**src/logic/irq_prio_pkg.sv**
```systemverilog
// package: register map, field positions, reset values and codes of the
// interrupt enable / identification logic of a serial port.
// assumes byte addressing on a 32-bit register port, 8-bit registers in the low lanes.
package irq_prio_pkg;

    ////////////////////////////////////////////////////////////////////////////////
    // register offsets (byte addresses)
    localparam logic [31:0] ENABLE_OFFSET   = 32'h1003_0004;
    localparam logic [31:0] IDENT_OFFSET    = 32'h1003_0008;
    localparam logic [31:0] EVT_STAT_OFFSET = 32'h1003_0024;
    localparam logic [31:0] EVT_MASK_OFFSET = 32'h1003_0028;

    // reset values
    localparam logic [7:0] ENABLE_RESET   = 8'h00;
    localparam logic [7:0] IDENT_RESET    = 8'h01;
    localparam logic [4:0] EVT_STAT_RESET = 5'h00;
    localparam logic [4:0] EVT_MASK_RESET = 5'h00;

    // enable / event bit positions (same layout in all three registers)
    localparam int RX_READY_BIT = 0;
    localparam int TX_REQ_BIT   = 1;
    localparam int LINE_BIT     = 2;
    localparam int MODEM_BIT    = 3;
    localparam int TIMEOUT_BIT  = 4;
    localparam int NUM_SOURCES  = 5;

    // identification register fields
    localparam int IDENT_PEND_BIT = 0;
    localparam int IDENT_CODE_LO  = 1;
    localparam int IDENT_CODE_HI  = 3;
    localparam int IDENT_MODE_LO  = 6;

    // source codes for the identification field
    localparam logic [2:0] CODE_MODEM   = 3'h0;
    localparam logic [2:0] CODE_TX_REQ  = 3'h1;
    localparam logic [2:0] CODE_RX_RDY  = 3'h2;
    localparam logic [2:0] CODE_LINE    = 3'h3;
    localparam logic [2:0] CODE_TIMEOUT = 3'h6;

    // receive trigger thresholds per selector value
    localparam logic [4:0] TRIG_SEL0 = 5'h01;
    localparam logic [4:0] TRIG_SEL1 = 5'h04;
    localparam logic [4:0] TRIG_SEL2 = 5'h08;
    localparam logic [4:0] TRIG_SEL3 = 5'h0F;

    // timeout length in bit periods: mul * word length + add
    localparam logic [5:0] TIMEOUT_MUL   = 6'h04;
    localparam logic [5:0] TIMEOUT_ADD   = 6'h0C;
    localparam logic [5:0] WORD_LEN_BASE = 6'h05;

    // transmit fifo half level (16 entries)
    localparam logic [4:0] TX_HALF_LEVEL = 5'h08;

    // status from the receive side, same clock
    typedef struct packed {
        logic [4:0] level;       // entries in receive fifo
        logic       full;        // non-fifo buffer holds a character
        logic       char_in;     // pulse: new character stored
        logic       buf_read;    // pulse: receive buffer read
        logic       fifo_reset;  // pulse: receive fifo reset command
    } rx_status_t;

    // status from the line status logic, same clock
    typedef struct packed {
        logic line_error;  // pulse: overrun, parity, framing or break
        logic fifo_error;  // level: error character held in fifo
        logic lsr_read;    // pulse: line status register read
    } line_status_t;

endpackage

```
**src/logic/uart_interrupt_prioritizer.sv**
```systemverilog
// interrupt enable, ranking and identification of a serial port.
// assumes fifo, line status and modem logic on the same clock give status pulses;
// the clear-to-send pin is asynchronous and is synchronised here.
//
// What this block does
// (RL1) reserved enable bits 7:5 and ident bits 5:4 read zero, writes dropped
// (RL2) five enable bits; a source shows pending only while enabled
// (RL3) enable bit 4 gates the receive timeout interrupt
// (RL4) timeout when fifo holds data and 4*word length+12 bit times pass idle
// (RL5) enable bit 3 gates the modem status interrupt
// (RL6) enable bit 2 gates the receive line status interrupt
// (RL7) enable bit 1 gates the transmit data request interrupt
// (RL8) enable bit 0 gates the receive data ready interrupt
// (RL9) identification register resets to 0x01, nothing pending
// (RL10) source codes: 0 modem, 1 tx, 2 rx ready, 3 line, 6 timeout
// (RL11) ident bit 0 low while an enabled source pends, else high
// (RL12) line status highest; set by errors, cleared by status read or, in dma mode, errors gone
// (RL13) rx ready second; fifo trigger level, or buffer full without fifo
// (RL14) timeout second, fifo only; cleared by fifo reset or buffer read
// (RL15) tx request third; fifo half empty, or holding empty until written
// (RL16) modem lowest; set by clear-to-send change, cleared by modem status read
// (RL17) software clears divisor access bit before touching the enable register
// (RL18) trigger selector 0..3 gives 1, 4, 8 or 15 entries
// (RL19) interrupt output high whenever an enabled source pends
//
// Decided for this implementation: the address-and-strobe port.
`timescale 1ns/10ps

module uart_interrupt_prioritizer
    import irq_prio_pkg::*;
(
    input  wire logic         clk,
    input  wire logic         nrst,
    input  wire logic [31:0]  addr,
    input  wire logic [31:0]  wdata,
    input  wire logic         wr,
    input  wire logic         rd,
    output logic      [31:0]  rdata,
    input  wire logic         fifo_mode,
    input  wire logic         dma_mode,
    input  wire logic [1:0]   word_len_sel,
    input  wire logic [1:0]   rx_trigger_sel,
    input  wire logic         bit_tick,
    input  wire rx_status_t   rx_status,
    input  wire line_status_t line_status,
    input  wire logic [4:0]   tx_level,
    input  wire logic         tx_holding_empty,
    input  wire logic         tx_holding_write,
    input  wire logic         modem_status_read,
    input  wire logic         cts_n,
    output logic              irq
);

    ////////////////////////////////////////////////////////////////////////////////
    // declarations
    logic [4:0] interrupt_enable;
    logic [7:0] interrupt_identification;
    logic [7:0] next_ident;
    logic [4:0] evt_status;
    logic [4:0] evt_mask;
    logic [4:0] pend;
    logic [4:0] pend_prev;
    logic [4:0] raw;
    logic       line_flag;
    logic       tx_flag;
    logic       tx_empty_prev;
    logic       modem_flag;
    logic       timeout_flag;
    logic [5:0] idle_bits;
    logic [5:0] timeout_len;
    logic [4:0] trigger_level;
    logic       timeout_hit;
    logic       cts_meta;
    logic       cts_sync;
    logic       cts_prev;
    logic       en_wr;
    logic       stat_wr;
    logic       mask_wr;

    assign en_wr   = wr && (addr == ENABLE_OFFSET);
    assign stat_wr = wr && (addr == EVT_STAT_OFFSET);
    assign mask_wr = wr && (addr == EVT_MASK_OFFSET);

    ////////////////////////////////////////////////////////////////////////////////
    // enable register; only the five low bits are stored
    always_ff @(posedge clk or negedge nrst) begin
        if (!nrst) begin
            interrupt_enable <= ENABLE_RESET[4:0];
        end else if (en_wr) begin
            interrupt_enable <= wdata[4:0];  // see RL1, see RL2
        end
    end

    ////////////////////////////////////////////////////////////////////////////////
    // clear-to-send synchroniser and change detector
    always_ff @(posedge clk or negedge nrst) begin
        if (!nrst) begin
            cts_meta <= 1'b1;
            cts_sync <= 1'b1;
            cts_prev <= 1'b1;
        end else begin
            cts_meta <= cts_n;
            cts_sync <= cts_meta;
            cts_prev <= cts_sync;
        end
    end

    // modem status flag, set wins over the read clear
    always_ff @(posedge clk or negedge nrst) begin
        if (!nrst) begin
            modem_flag <= 1'b0;
        end else if (cts_sync != cts_prev) begin
            modem_flag <= 1'b1;  // see RL16
        end else if (modem_status_read) begin
            modem_flag <= 1'b0;  // see RL16
        end
    end

    ////////////////////////////////////////////////////////////////////////////////
    // receive line status flag
    always_ff @(posedge clk or negedge nrst) begin
        if (!nrst) begin
            line_flag <= 1'b0;
        end else if (line_status.line_error || (dma_mode && line_status.fifo_error)) begin
            line_flag <= 1'b1;  // see RL12
        end else if (line_status.lsr_read || (dma_mode && !line_status.fifo_error)) begin
            line_flag <= 1'b0;  // see RL12
        end
    end

    ////////////////////////////////////////////////////////////////////////////////
    // transmit request flag for non-fifo mode: set when holding empties
    always_ff @(posedge clk or negedge nrst) begin
        if (!nrst) begin
            tx_empty_prev <= 1'b0;
            tx_flag       <= 1'b0;
        end else begin
            tx_empty_prev <= tx_holding_empty;
            if (tx_holding_empty && !tx_empty_prev) begin
                tx_flag <= 1'b1;  // see RL15
            end else if (tx_holding_write) begin
                tx_flag <= 1'b0;  // see RL15
            end
        end
    end

    ////////////////////////////////////////////////////////////////////////////////
    // receive timeout: idle bit periods since last character or read
    assign timeout_len = 6'(TIMEOUT_MUL * (WORD_LEN_BASE + {4'h0, word_len_sel}) + TIMEOUT_ADD);
    assign timeout_hit = fifo_mode && (rx_status.level != 5'h00) && bit_tick
                         && (idle_bits == timeout_len - 6'h01);

    always_ff @(posedge clk or negedge nrst) begin
        if (!nrst) begin
            idle_bits <= 6'h00;
        end else if (rx_status.char_in || rx_status.buf_read || rx_status.fifo_reset
                     || (rx_status.level == 5'h00)) begin
            idle_bits <= 6'h00;
        end else if (bit_tick && (idle_bits != timeout_len)) begin
            idle_bits <= idle_bits + 6'h01;  // see RL4
        end
    end

    always_ff @(posedge clk or negedge nrst) begin
        if (!nrst) begin
            timeout_flag <= 1'b0;
        end else if (timeout_hit) begin
            timeout_flag <= 1'b1;  // see RL4
        end else if (rx_status.fifo_reset || rx_status.buf_read || !fifo_mode) begin
            timeout_flag <= 1'b0;  // see RL14
        end
    end

    ////////////////////////////////////////////////////////////////////////////////
    // receive trigger threshold
    always_comb begin
        unique case (rx_trigger_sel)
            2'h0: trigger_level = TRIG_SEL0;  // see RL18
            2'h1: trigger_level = TRIG_SEL1;
            2'h2: trigger_level = TRIG_SEL2;
            2'h3: trigger_level = TRIG_SEL3;
        endcase
    end

    // raw source conditions, one bit per source
    always_comb begin
        raw               = 5'h00;
        raw[RX_READY_BIT] = fifo_mode ? (rx_status.level >= trigger_level) : rx_status.full;  // see RL13
        raw[TX_REQ_BIT]   = fifo_mode ? (tx_level <= TX_HALF_LEVEL) : tx_flag;  // see RL15
        raw[LINE_BIT]     = line_flag;
        raw[MODEM_BIT]    = modem_flag;
        raw[TIMEOUT_BIT]  = timeout_flag;
    end

    // enable gating per source
    genvar gi;
    generate
        for (gi = 0; gi < NUM_SOURCES; gi++) begin : g_gate
            assign pend[gi] = raw[gi] && interrupt_enable[gi];  // see RL3, see RL5, see RL6, see RL7, see RL8
        end
    endgenerate

    ////////////////////////////////////////////////////////////////////////////////
    // ranking and identification value
    always_comb begin
        next_ident                  = 8'h00;
        next_ident[IDENT_PEND_BIT]  = 1'b0;
        next_ident[7:IDENT_MODE_LO] = {fifo_mode, fifo_mode};
        if (pend[LINE_BIT]) begin
            next_ident[IDENT_CODE_HI:IDENT_CODE_LO] = CODE_LINE;  // see RL12, see RL10
        end else if (pend[RX_READY_BIT]) begin
            next_ident[IDENT_CODE_HI:IDENT_CODE_LO] = CODE_RX_RDY;  // see RL13
        end else if (pend[TIMEOUT_BIT]) begin
            next_ident[IDENT_CODE_HI:IDENT_CODE_LO] = CODE_TIMEOUT;  // see RL14
        end else if (pend[TX_REQ_BIT]) begin
            next_ident[IDENT_CODE_HI:IDENT_CODE_LO] = CODE_TX_REQ;
        end else if (pend[MODEM_BIT]) begin
            next_ident[IDENT_CODE_HI:IDENT_CODE_LO] = CODE_MODEM;
        end else begin
            next_ident[IDENT_PEND_BIT] = 1'b1;  // see RL11
        end
    end

    always_ff @(posedge clk or negedge nrst) begin
        if (!nrst) begin
            interrupt_identification <= IDENT_RESET;  // see RL9
        end else begin
            interrupt_identification <= next_ident;
        end
    end

    ////////////////////////////////////////////////////////////////////////////////
    // event status: rise of an enabled source, write one to clear, set wins
    always_ff @(posedge clk or negedge nrst) begin
        if (!nrst) begin
            pend_prev  <= 5'h00;
            evt_status <= EVT_STAT_RESET;
        end else begin
            pend_prev  <= pend;
            evt_status <= (evt_status & ~(stat_wr ? wdata[4:0] : 5'h00)) | (pend & ~pend_prev);
        end
    end

    always_ff @(posedge clk or negedge nrst) begin
        if (!nrst) begin
            evt_mask <= EVT_MASK_RESET;
        end else if (mask_wr) begin
            evt_mask <= wdata[4:0];
        end
    end

    // interrupt line: pending identification or unmasked event
    assign irq = !interrupt_identification[IDENT_PEND_BIT] || (|(evt_status & evt_mask));  // see RL19

    ////////////////////////////////////////////////////////////////////////////////
    // read data, one cycle after the strobe; unmapped reads give zero
    always_ff @(posedge clk or negedge nrst) begin
        if (!nrst) begin
            rdata <= 32'h0000_0000;
        end else if (rd) begin
            unique case (addr)
                ENABLE_OFFSET:   rdata <= {27'h0, interrupt_enable};  // see RL1
                IDENT_OFFSET:    rdata <= {24'h0, interrupt_identification};
                EVT_STAT_OFFSET: rdata <= {27'h0, evt_status};
                EVT_MASK_OFFSET: rdata <= {27'h0, evt_mask};
                default:         rdata <= 32'h0000_0000;
            endcase
        end else begin
            rdata <= 32'h0000_0000;
        end
    end
endmodule
```
**config.mk**
```make
export PLATFORM = sky130hd
export DESIGN_NAME = uart_interrupt_prioritizer
export DESIGN_NICKNAME = d
export VERILOG_FILES = /design/src/logic/irq_prio_pkg.sv /design/src/logic/uart_interrupt_prioritizer.sv
export SDC_FILE = /design/constraint.sdc
export NUM_CORES = 1
export LEC_CHECK = 0
export BUFFER_PORTS_ARGS = -buffer_cell sky130_fd_sc_hd__buf_2
export CAP_MARGIN = 15
export CORE_ASPECT_RATIO = 0.5
export CORE_UTILIZATION = 50
export CTS_CLUSTER_DIAMETER = 150
export DETAILED_ROUTE_END_ITERATION = 16
export PLACE_DENSITY = 0.86
export SLEW_MARGIN = 20
export SYNTH_ARGS = -nofsm -noshare
export SYNTH_HDL_FRONTEND = slang
export SYNTH_SLANG_ARGS = --single-unit
```
**constraint.sdc**
```tcl
create_clock -name clk -period 4.7 [get_ports clk]
set_clock_uncertainty 0.2 [all_clocks]
set_input_delay 0.47 -clock clk [delete_from_list [all_inputs] [get_ports clk]]
set_output_delay 0.47 -clock clk [all_outputs]
set_load 0.005 [all_outputs]
```
==> results of run 1 <==
-- through the flow --
stage	hold WS, ns	util, %	std cells
6_report	0.06584	61.56	392
5_1_grt	0.05067	61.56	392
4_1_cts	0.05825	60.96	390
3_5_place_dp	0.1493	59.30	382
3_3_place_gp	0.1457	59.30	382
2_1_floorplan	-0.02559	-	268
-- kinds of logic after synthesis --
group | after synthesis
buffers and inverters | 49
adder cells (fa/ha/maj) | 12
multiplexers | 14
XOR/XNOR | 12
AO/OA/AOI/OAI | 38
AND/OR/NAND/NOR | 73
flip-flops | 45
other | 1
-- state kept, by name, indices dropped and copies added, names as in the netlist --
register and count:
line_flag 1, evt_mask 5, tx_empty_prev 1, cts_meta 1, modem_flag 1, interrupt_identification 5
idle_bits 6, rdata 6, interrupt_enable 5, cts_prev 1, evt_status 5, tx_flag 1
timeout_flag 1, cts_sync 1, pend_prev 5
-- worst max path at each step --
stage | slack, ns | endpoint | start | cells after the start
floorplan | 2.59 | interrupt_identification[0]$_DFF_PN1_ | rx_trigger_sel[0] | 9
global placement | 2.08 | interrupt_enable[2]$_DFFE_PN0P_ | addr[2] | 5
detailed placement | 2.01 | interrupt_enable[1]$_DFFE_PN0P_ | addr[2] | 5
CTS | 2.34 | interrupt_enable[1]$_DFFE_PN0P_ | addr[2] | 5
global route | 2.14 | interrupt_enable[1]$_DFFE_PN0P_ | addr[2] | 5
finish | 2.27 | interrupt_enable[1]$_DFFE_PN0P_ | addr[2] | 5
-- cells in the final DEF, fill, tap and decap left out, types with 2 or more instances in the layout --
cell type,instances
o31ai_1,7
nand2b_1,3
clkbuf_8,5
xnor2_1,7
mux2_2,12
nand3_1,9
a221oi_1,3
nand3b_1,3
a311oi_1,2
nor3_1,5
dfrtp_1,41
conb_1,25
a21oi_1,4
nor4b_2,2
nor4_1,4
clkinv_2,2
dfstp_2,4
xor2_1,5
o21ai_0,8
a22oi_1,6
nor2b_1,3
nor4_4,4
or4_1,2
and2_1,3
ha_1,12
nor2_1,10
buf_2,76
nand4_1,2
nand2_1,14
nor3b_1,3
inv_1,17
-- where the power goes --
part           switching (mW)  internal (mW)
Clock                   0.126          0.103
Sequential            0.00278          0.393
Combinational          0.0512         0.0403
-- worst register-to-register path, stage by stage, from the launching register on --
cell and delay [ns]:
dfrtp_1 0.40, inv_1 0.09, ha_1 0.17, nand3b_1 0.10
o31ai_1 0.42, mux2i_1 0.24, nor2_1 0.05
-- layout make-up --
type	count	area, um2	area share [%]
Multi-Input combinational cell	174	1289	42.06
Sequential cell	45	1131	36.91
Timing Repair Buffer	78	410.4	13.39
Tap cell	70	87.58	2.858
Clock buffer	6	72.57	2.368
Inverter	17	63.81	2.082
Clock inverter	2	10.01	0.3267
-- metal layers --
metal / part of all wire [%] / up-vias / track usage [%]
met5: 0 / - / 0
met4: 2.3 / 0 / 10.71
met3: 5.4 / 16 / 4.310
met2: 51 / 84 / 41.33
met1: 41 / 981 / 22.86
li1: - / 976 / -
==> results by group, run 1 <==
Status
  • Outcome: finished clean

Route
  • # DRC: 0
  • Total Wirelength: 5358 um
  • Post-DRT Antenna Nets: 0
  • Initial DRC count: 44
  • WL/cell: 13.67 um
  • Drt first pass iters: 4
  • Post-DR vias/cell: 5.247
  • Via Count: 2,057

Yosys
  • Most frequent cell after synthesis: dfrtp_1
  • Cell count after synthesis: 244
  • Post-synth top flop: dfrtp_1
  • Post-synthesis mux area share: 5.989%
  • Synth Cell Area: 2611 um2
  • Post-synth top area share: 39.29%
  • Xor/xnor share of the synthesized area: 4.025%
  • Largest family of logic cells by synthesized area: simple AND/OR/NAND/NOR gates
  • EDFF count, synth: 0
  • Post-synthesis simple-gate area fraction: 19.79%
  • Sequential fraction of the synthesis area: 43.32%
  • Commonest cells in the synthesized netlist: dfrtp_1 (41), buf_4 (26), inv_1 (17), nand2_1 (14)
  • Area contributors post-synth: dfrtp_1 (39%), buf_4 (7.5%), ha_1 (5.7%), mux2_2 (5.2%), dfstp_2 (4.0%)
  • Syn. warnings: 0
  • Synth Area in Adders: 5.750%
  • Netlist cell types: 46
  • #FFs+latches synth: 45
  • Avg Inst Size Synth: 10.70 um2
  • Area leader, netlist: dfrtp_1
  • Compound-gate portion of the synthesized area: 10.21%
  • Async SR Flop Fraction: 100.0%

Floorplanning
  • Die footprint: 5533 um2
  • Number of core rows: 18
  • Die Y: 53.10 um
  • Initial Utilization: 52.46%
  • Placeable Area: 4977 um2
  • Die width: 104.2 um
  • I/O pin total: 129

Worst setup path
  • Reg-to-reg slack, setup: 2.92 ns
  • Kind of critical path: input pin to register
  • Delay-heaviest family, CP: simple AND/OR/NAND/NOR gates
  • Reg2reg path depth: 6
  • CP peak stage delay: 0.81 ns
  • Critical path buffer and inverter count: 1
  • Crit path launch type: input pin
  • Slowest CP cell: nor2b_1
  • Critical R2R Launch: idle_bits[0]$_DFFE_PN0P_
  • Worst path required time: 4.68 ns
  • CP Data Arrival Time: 2.41 ns
  • CP max FO: 15
  • Critical-path cell list: buf_2, nor2b_1, nand2b_1, nor4_4, mux2_2
  • R2r endpoint: idle_bits[1]$_DFFE_PN0P_
  • Crit path capture type: register

Clock network
  • Resize count post-CTS: 0
  • Cts hold-fix bufs: 0
  • Cts bufs inserted: 5
  • H-tree levels: 2
  • CTS root buf: clkbuf_8
  • Clk sink count: 45
  • Clock Path Buffers: 2
  • Clock Latency Late Sink: 0.30 ns
  • CTS tree: done
  • Post-CTS setup buffer count: 0
  • Clk slew on worst S/H paths: 0.08 ns

Global routing
  • Gr ovfl total: 0
  • Initial antenna violation count: 0
  • First-pass GRT wire length: 9011 um
  • Largest net degree at the start of global routing: 46
  • Vias in the first global route: 2,066
  • GRT Total Usage: 21.22%

Finish
  • Fin nets: 429
  • Post-Layout Inst Area: 3064 um2
  • Fill cell count: 416
  • Layout cell share with drive strength beyond 1: 34.47%
  • Ant. Diodes: 0
  • Layout area overhead: 17.35%

STA
  • Final hold vios: 0
  • TNS Setup: 0 ns
  • Least-Margin Pin Slew: 1.045 ns
  • Setup violators final: 0
  • RSZ-0062 raised after global routing: false
  • Fin crit share: 51.72%
  • Final worst slack: 2.269 ns
  • FMAX: 0.4114 GHz
  • Final min period: 2.431 ns
  • Worst slew margin: 30.18%
  • Max-slew violations: 0

Pwr
  • Static Leak: 1.539 nW
  • Worst VDD drop: 0.1246 mV
  • Total power: 715.7 uW
  • Power Dens Cells: 233.6 nW/um2

Worst hold path
  • Hold Crit Depth: 1
  • Hold worst-path end: cts_meta$_DFF_PN1_
  • HP Start: cts_n
  • Worst hold path type: input pin to register

Placed design
  • Placed Area: 2952 um2
  • I/O Buffers: 76
  • Detailed Place HPWL: 4246 um
  • Pre-CTS WS: 2.014 ns
  • RePlAce Congestion: 0.8863

Flow run
  • # Max-Cap Violations: 0
(Power assumes the default switching activity.)
==> run 2, diff against run 1 <==
--- a/config.mk
+++ b/config.mk
@@ -8,10 +8,10 @@
 export BUFFER_PORTS_ARGS = -buffer_cell sky130_fd_sc_hd__buf_2
 export CAP_MARGIN = 15
 export CORE_ASPECT_RATIO = 0.5
-export CORE_UTILIZATION = 50
+export CORE_UTILIZATION = 46
 export CTS_CLUSTER_DIAMETER = 150
 export DETAILED_ROUTE_END_ITERATION = 16
-export PLACE_DENSITY = 0.86
+export PLACE_DENSITY = 0.8
 export SLEW_MARGIN = 20
 export SYNTH_ARGS = -nofsm -noshare
 export SYNTH_HDL_FRONTEND = slang
==> constraint.sdc (replaced) <==
create_clock -name clk -period 2.54 [get_ports clk]
set_clock_uncertainty 0.2 [all_clocks]
set_input_delay 0.254 -clock clk [delete_from_list [all_inputs] [get_ports clk]]
set_output_delay 0.254 -clock clk [all_outputs]
set_load 0.005 [all_outputs]
==> results by group, run 2 (synthesis results as in run 1) <==
Status
  • Outcome: finished clean (unchanged)

Pwr
  • Power Dens Cells: 480.5 nW/um2 (was 233.6 nW/um2)
  • Worst VDD drop: 0.3246 mV (was 0.1246 mV)
  • Static Leak: 1.604 nW (was 1.539 nW)
  • Total power: 1.538 mW (was 715.7 uW)

Floorplanning
  • Die width: 108.6 um (was 104.2 um)
  • I/O pin total: 129 (unchanged)
  • Die Y: 55.28 um (was 53.10 um)
  • Number of core rows: 18 (unchanged)
  • Placeable Area: 5180 um2 (was 4977 um2)
  • Die footprint: 6000 um2 (was 5533 um2)
  • Initial Utilization: 50.41% (was 52.46%)

Clock network
  • Clk sink count: 45 (unchanged)
  • Clock Latency Late Sink: 0.28 ns (was 0.30 ns)
  • Cts bufs inserted: 5 (unchanged)
  • H-tree levels: 2 (unchanged)
  • CTS root buf: clkbuf_16 (was clkbuf_8)
  • CTS tree: done (unchanged)
  • Clock Path Buffers: 2 (unchanged)
  • Post-CTS setup buffer count: 0 (unchanged)
  • Clk slew on worst S/H paths: 0.06 ns (was 0.08 ns)

Global routing
  • GRT Total Usage: 19.57% (was 21.22%)
  • Largest net degree at the start of global routing: 21 (was 46)
  • Initial antenna violation count: 0 (unchanged)
  • First-pass GRT wire length: 9204 um (was 9011 um)
  • Vias in the first global route: 2,077 (was 2,066)
  • Gr ovfl total: 0 (unchanged)

Worst setup path
  • Worst path required time: 2.52 ns (was 4.68 ns)
  • Critical-path cell list: buf_2, inv_1, ha_1, inv_1, ha_1, nor3b_1, o21ai_0, o2111ai_1, inv_1, nor4_1 (was buf_2, nor2b_1, nand2b_1, nor4_4, mux2_2)
  • CP Data Arrival Time: 2.06 ns (was 2.41 ns)
  • Slowest CP cell: nor4_1 (was nor2b_1)
  • Crit path capture type: register (unchanged)
  • Crit path launch type: input pin (unchanged)
  • Most frequent CP cell: inv_1
  • Reg2reg path depth: 6 (unchanged)
  • Kind of critical path: input pin to register (unchanged)
  • CP peak stage delay: 0.33 ns (was 0.81 ns)
  • CP max FO: 4 (was 15)

Route
  • Total Wirelength: 5547 um (was 5358 um)
  • Post-DR vias/cell: 5.229 (was 5.247)
  • Initial DRC count: 56 (was 44)
  • Post-DRT Antenna Nets: 0 (unchanged)
  • # DRC: 0 (unchanged)
  • Via Count: 2,102 (was 2,057)
  • Drt first pass iters: 5 (was 4)
  • WL/cell: 13.80 um (was 13.67 um)

STA
  • Worst slew margin: 64.31% (was 30.18%)
  • Max-slew violations: 0 (unchanged)
  • Final min period: 2.078 ns
  • Fin crit share: 81.81%
  • Hold WS: 0.03400 ns (was 0.06584 ns)
  • RSZ-0062 raised after global routing: false (unchanged)
  • TNS Setup: 0 ns (unchanged)
  • FMAX: 0.4813 GHz
  • Least-Margin Pin Slew: 0.5308 ns (was 1.045 ns)
  • Setup violators final: 0 (unchanged)
  • Final hold vios: 0 (unchanged)

Finish
  • Most common cell after layout, fill and taps aside: buf_2 (unchanged)
  • Top Registers: idle_bits: 6 flops, rdata: 6 flops (unchanged)
  • Most frequent cells in the layout: buf_2 (76), dfrtp_1 (41), conb_1 (25), inv_1 (17), nand2_1 (14) (unchanged)
  • Register Area: 1131 um2 (unchanged)
  • Fin nets: 439 (was 429)
  • Fill cell count: 417 (was 416)
  • Area of the multi-input gates: 1289 um2 (unchanged)
  • Ant. Diodes: 0 (unchanged)
  • Core Util, Final: 61.79% (was 61.56%)
  • Layout area overhead: 22.57% (was 17.35%)
  • Post-Layout Inst Area: 3201 um2 (was 3064 um2)
  • Layout cell share with drive strength beyond 1: 34.34% (was 34.47%)

Worst hold path
  • Worst hold path type: input pin to register (unchanged)
  • Hold Crit Depth: 2 (was 1)

Placed design
  • RePlAce Congestion: 0.8143 (was 0.8863)
  • Detailed Place HPWL: 4302 um (was 4246 um)
  • I/O Buffers: 76 (unchanged)
  • Placed Area: 2982 um2 (was 2952 um2)

Flow run
  • # Max-Cap Violations: 0 (unchanged)
## run 2: cell types whose count changed in the layout (fill, tap and decap cells not counted)
cell / delta
dlygate4sd3_1: +7
buf_12: -1
clkbuf_16: +5
buf_4: +4
clkbuf_8: -5
## run 2: timing repair
item                                    CTS  global route
endpoints found under the setup margin    0             0
gates resized for setup                   0             0
hold endpoints to repair                 19             0
hold buffers                              8             0
## run 2: power breakdown
group	switching [mW]	internal (mW)
Combinational	0.0978	0.0832
Clock	0.263	0.361
Sequential	0.00481	0.728
## run 2: final cells by class
class                   count  share of cell area, %
clock buffers               6                  4.027
clock inverters             2                 0.3127
inverters                  17                  1.994
multi-input cells         174                  40.27
flip-flops and latches     45                  35.34
well taps                  70                  2.737
repair buffers             88                  15.32
## run 2: path summary, 6_finish.rpt
kind	from	end	slack, ns
setup / recovery	rx_trigger_sel[0]	interrupt_identification[0]$_DFF_PN1_	0.46
hold / removal	wdata[4]	evt_mask[4]$_DFFE_PN0P_	0.03
setup reg to reg	idle_bits[0]$_DFFE_PN0P_	idle_bits[1]$_DFFE_PN0P_	0.73
hold reg to reg	cts_meta$_DFF_PN1_	cts_sync$_DFF_PN1_	0.16
max in group asynchronous	nrst	interrupt_identification[0]$_DFF_PN1_	1.31
min in group asynchronous	nrst	idle_bits[3]$_DFFE_PN0P_	0.20
## run 2: through the flow
step | setup slack, ns | std cells
5_1_grt | 0.3731 | 402
3_5_place_dp | 0.2317 | 386
2_1_floorplan | 0.6491 | 268
6_report | 0.4621 | 402
3_3_place_gp | 0.3518 | 386
4_1_cts | 0.5153 | 402
## run 2: metal layers
layer | GRT usage, % | share of wire, %
met3 | 4.959 | 6.3
met4 | 5.985 | 2.1
met1 | 22.51 | 41
met5 | 0 | 0
met2 | 35.62 | 51
## run 2: critical path, delay by kind of cell
family	cells	cell delay [ns]
simple gates	2	0.56
fa+ha+maj	2	0.54
compound gates	2	0.35
buf+inv	4	0.34
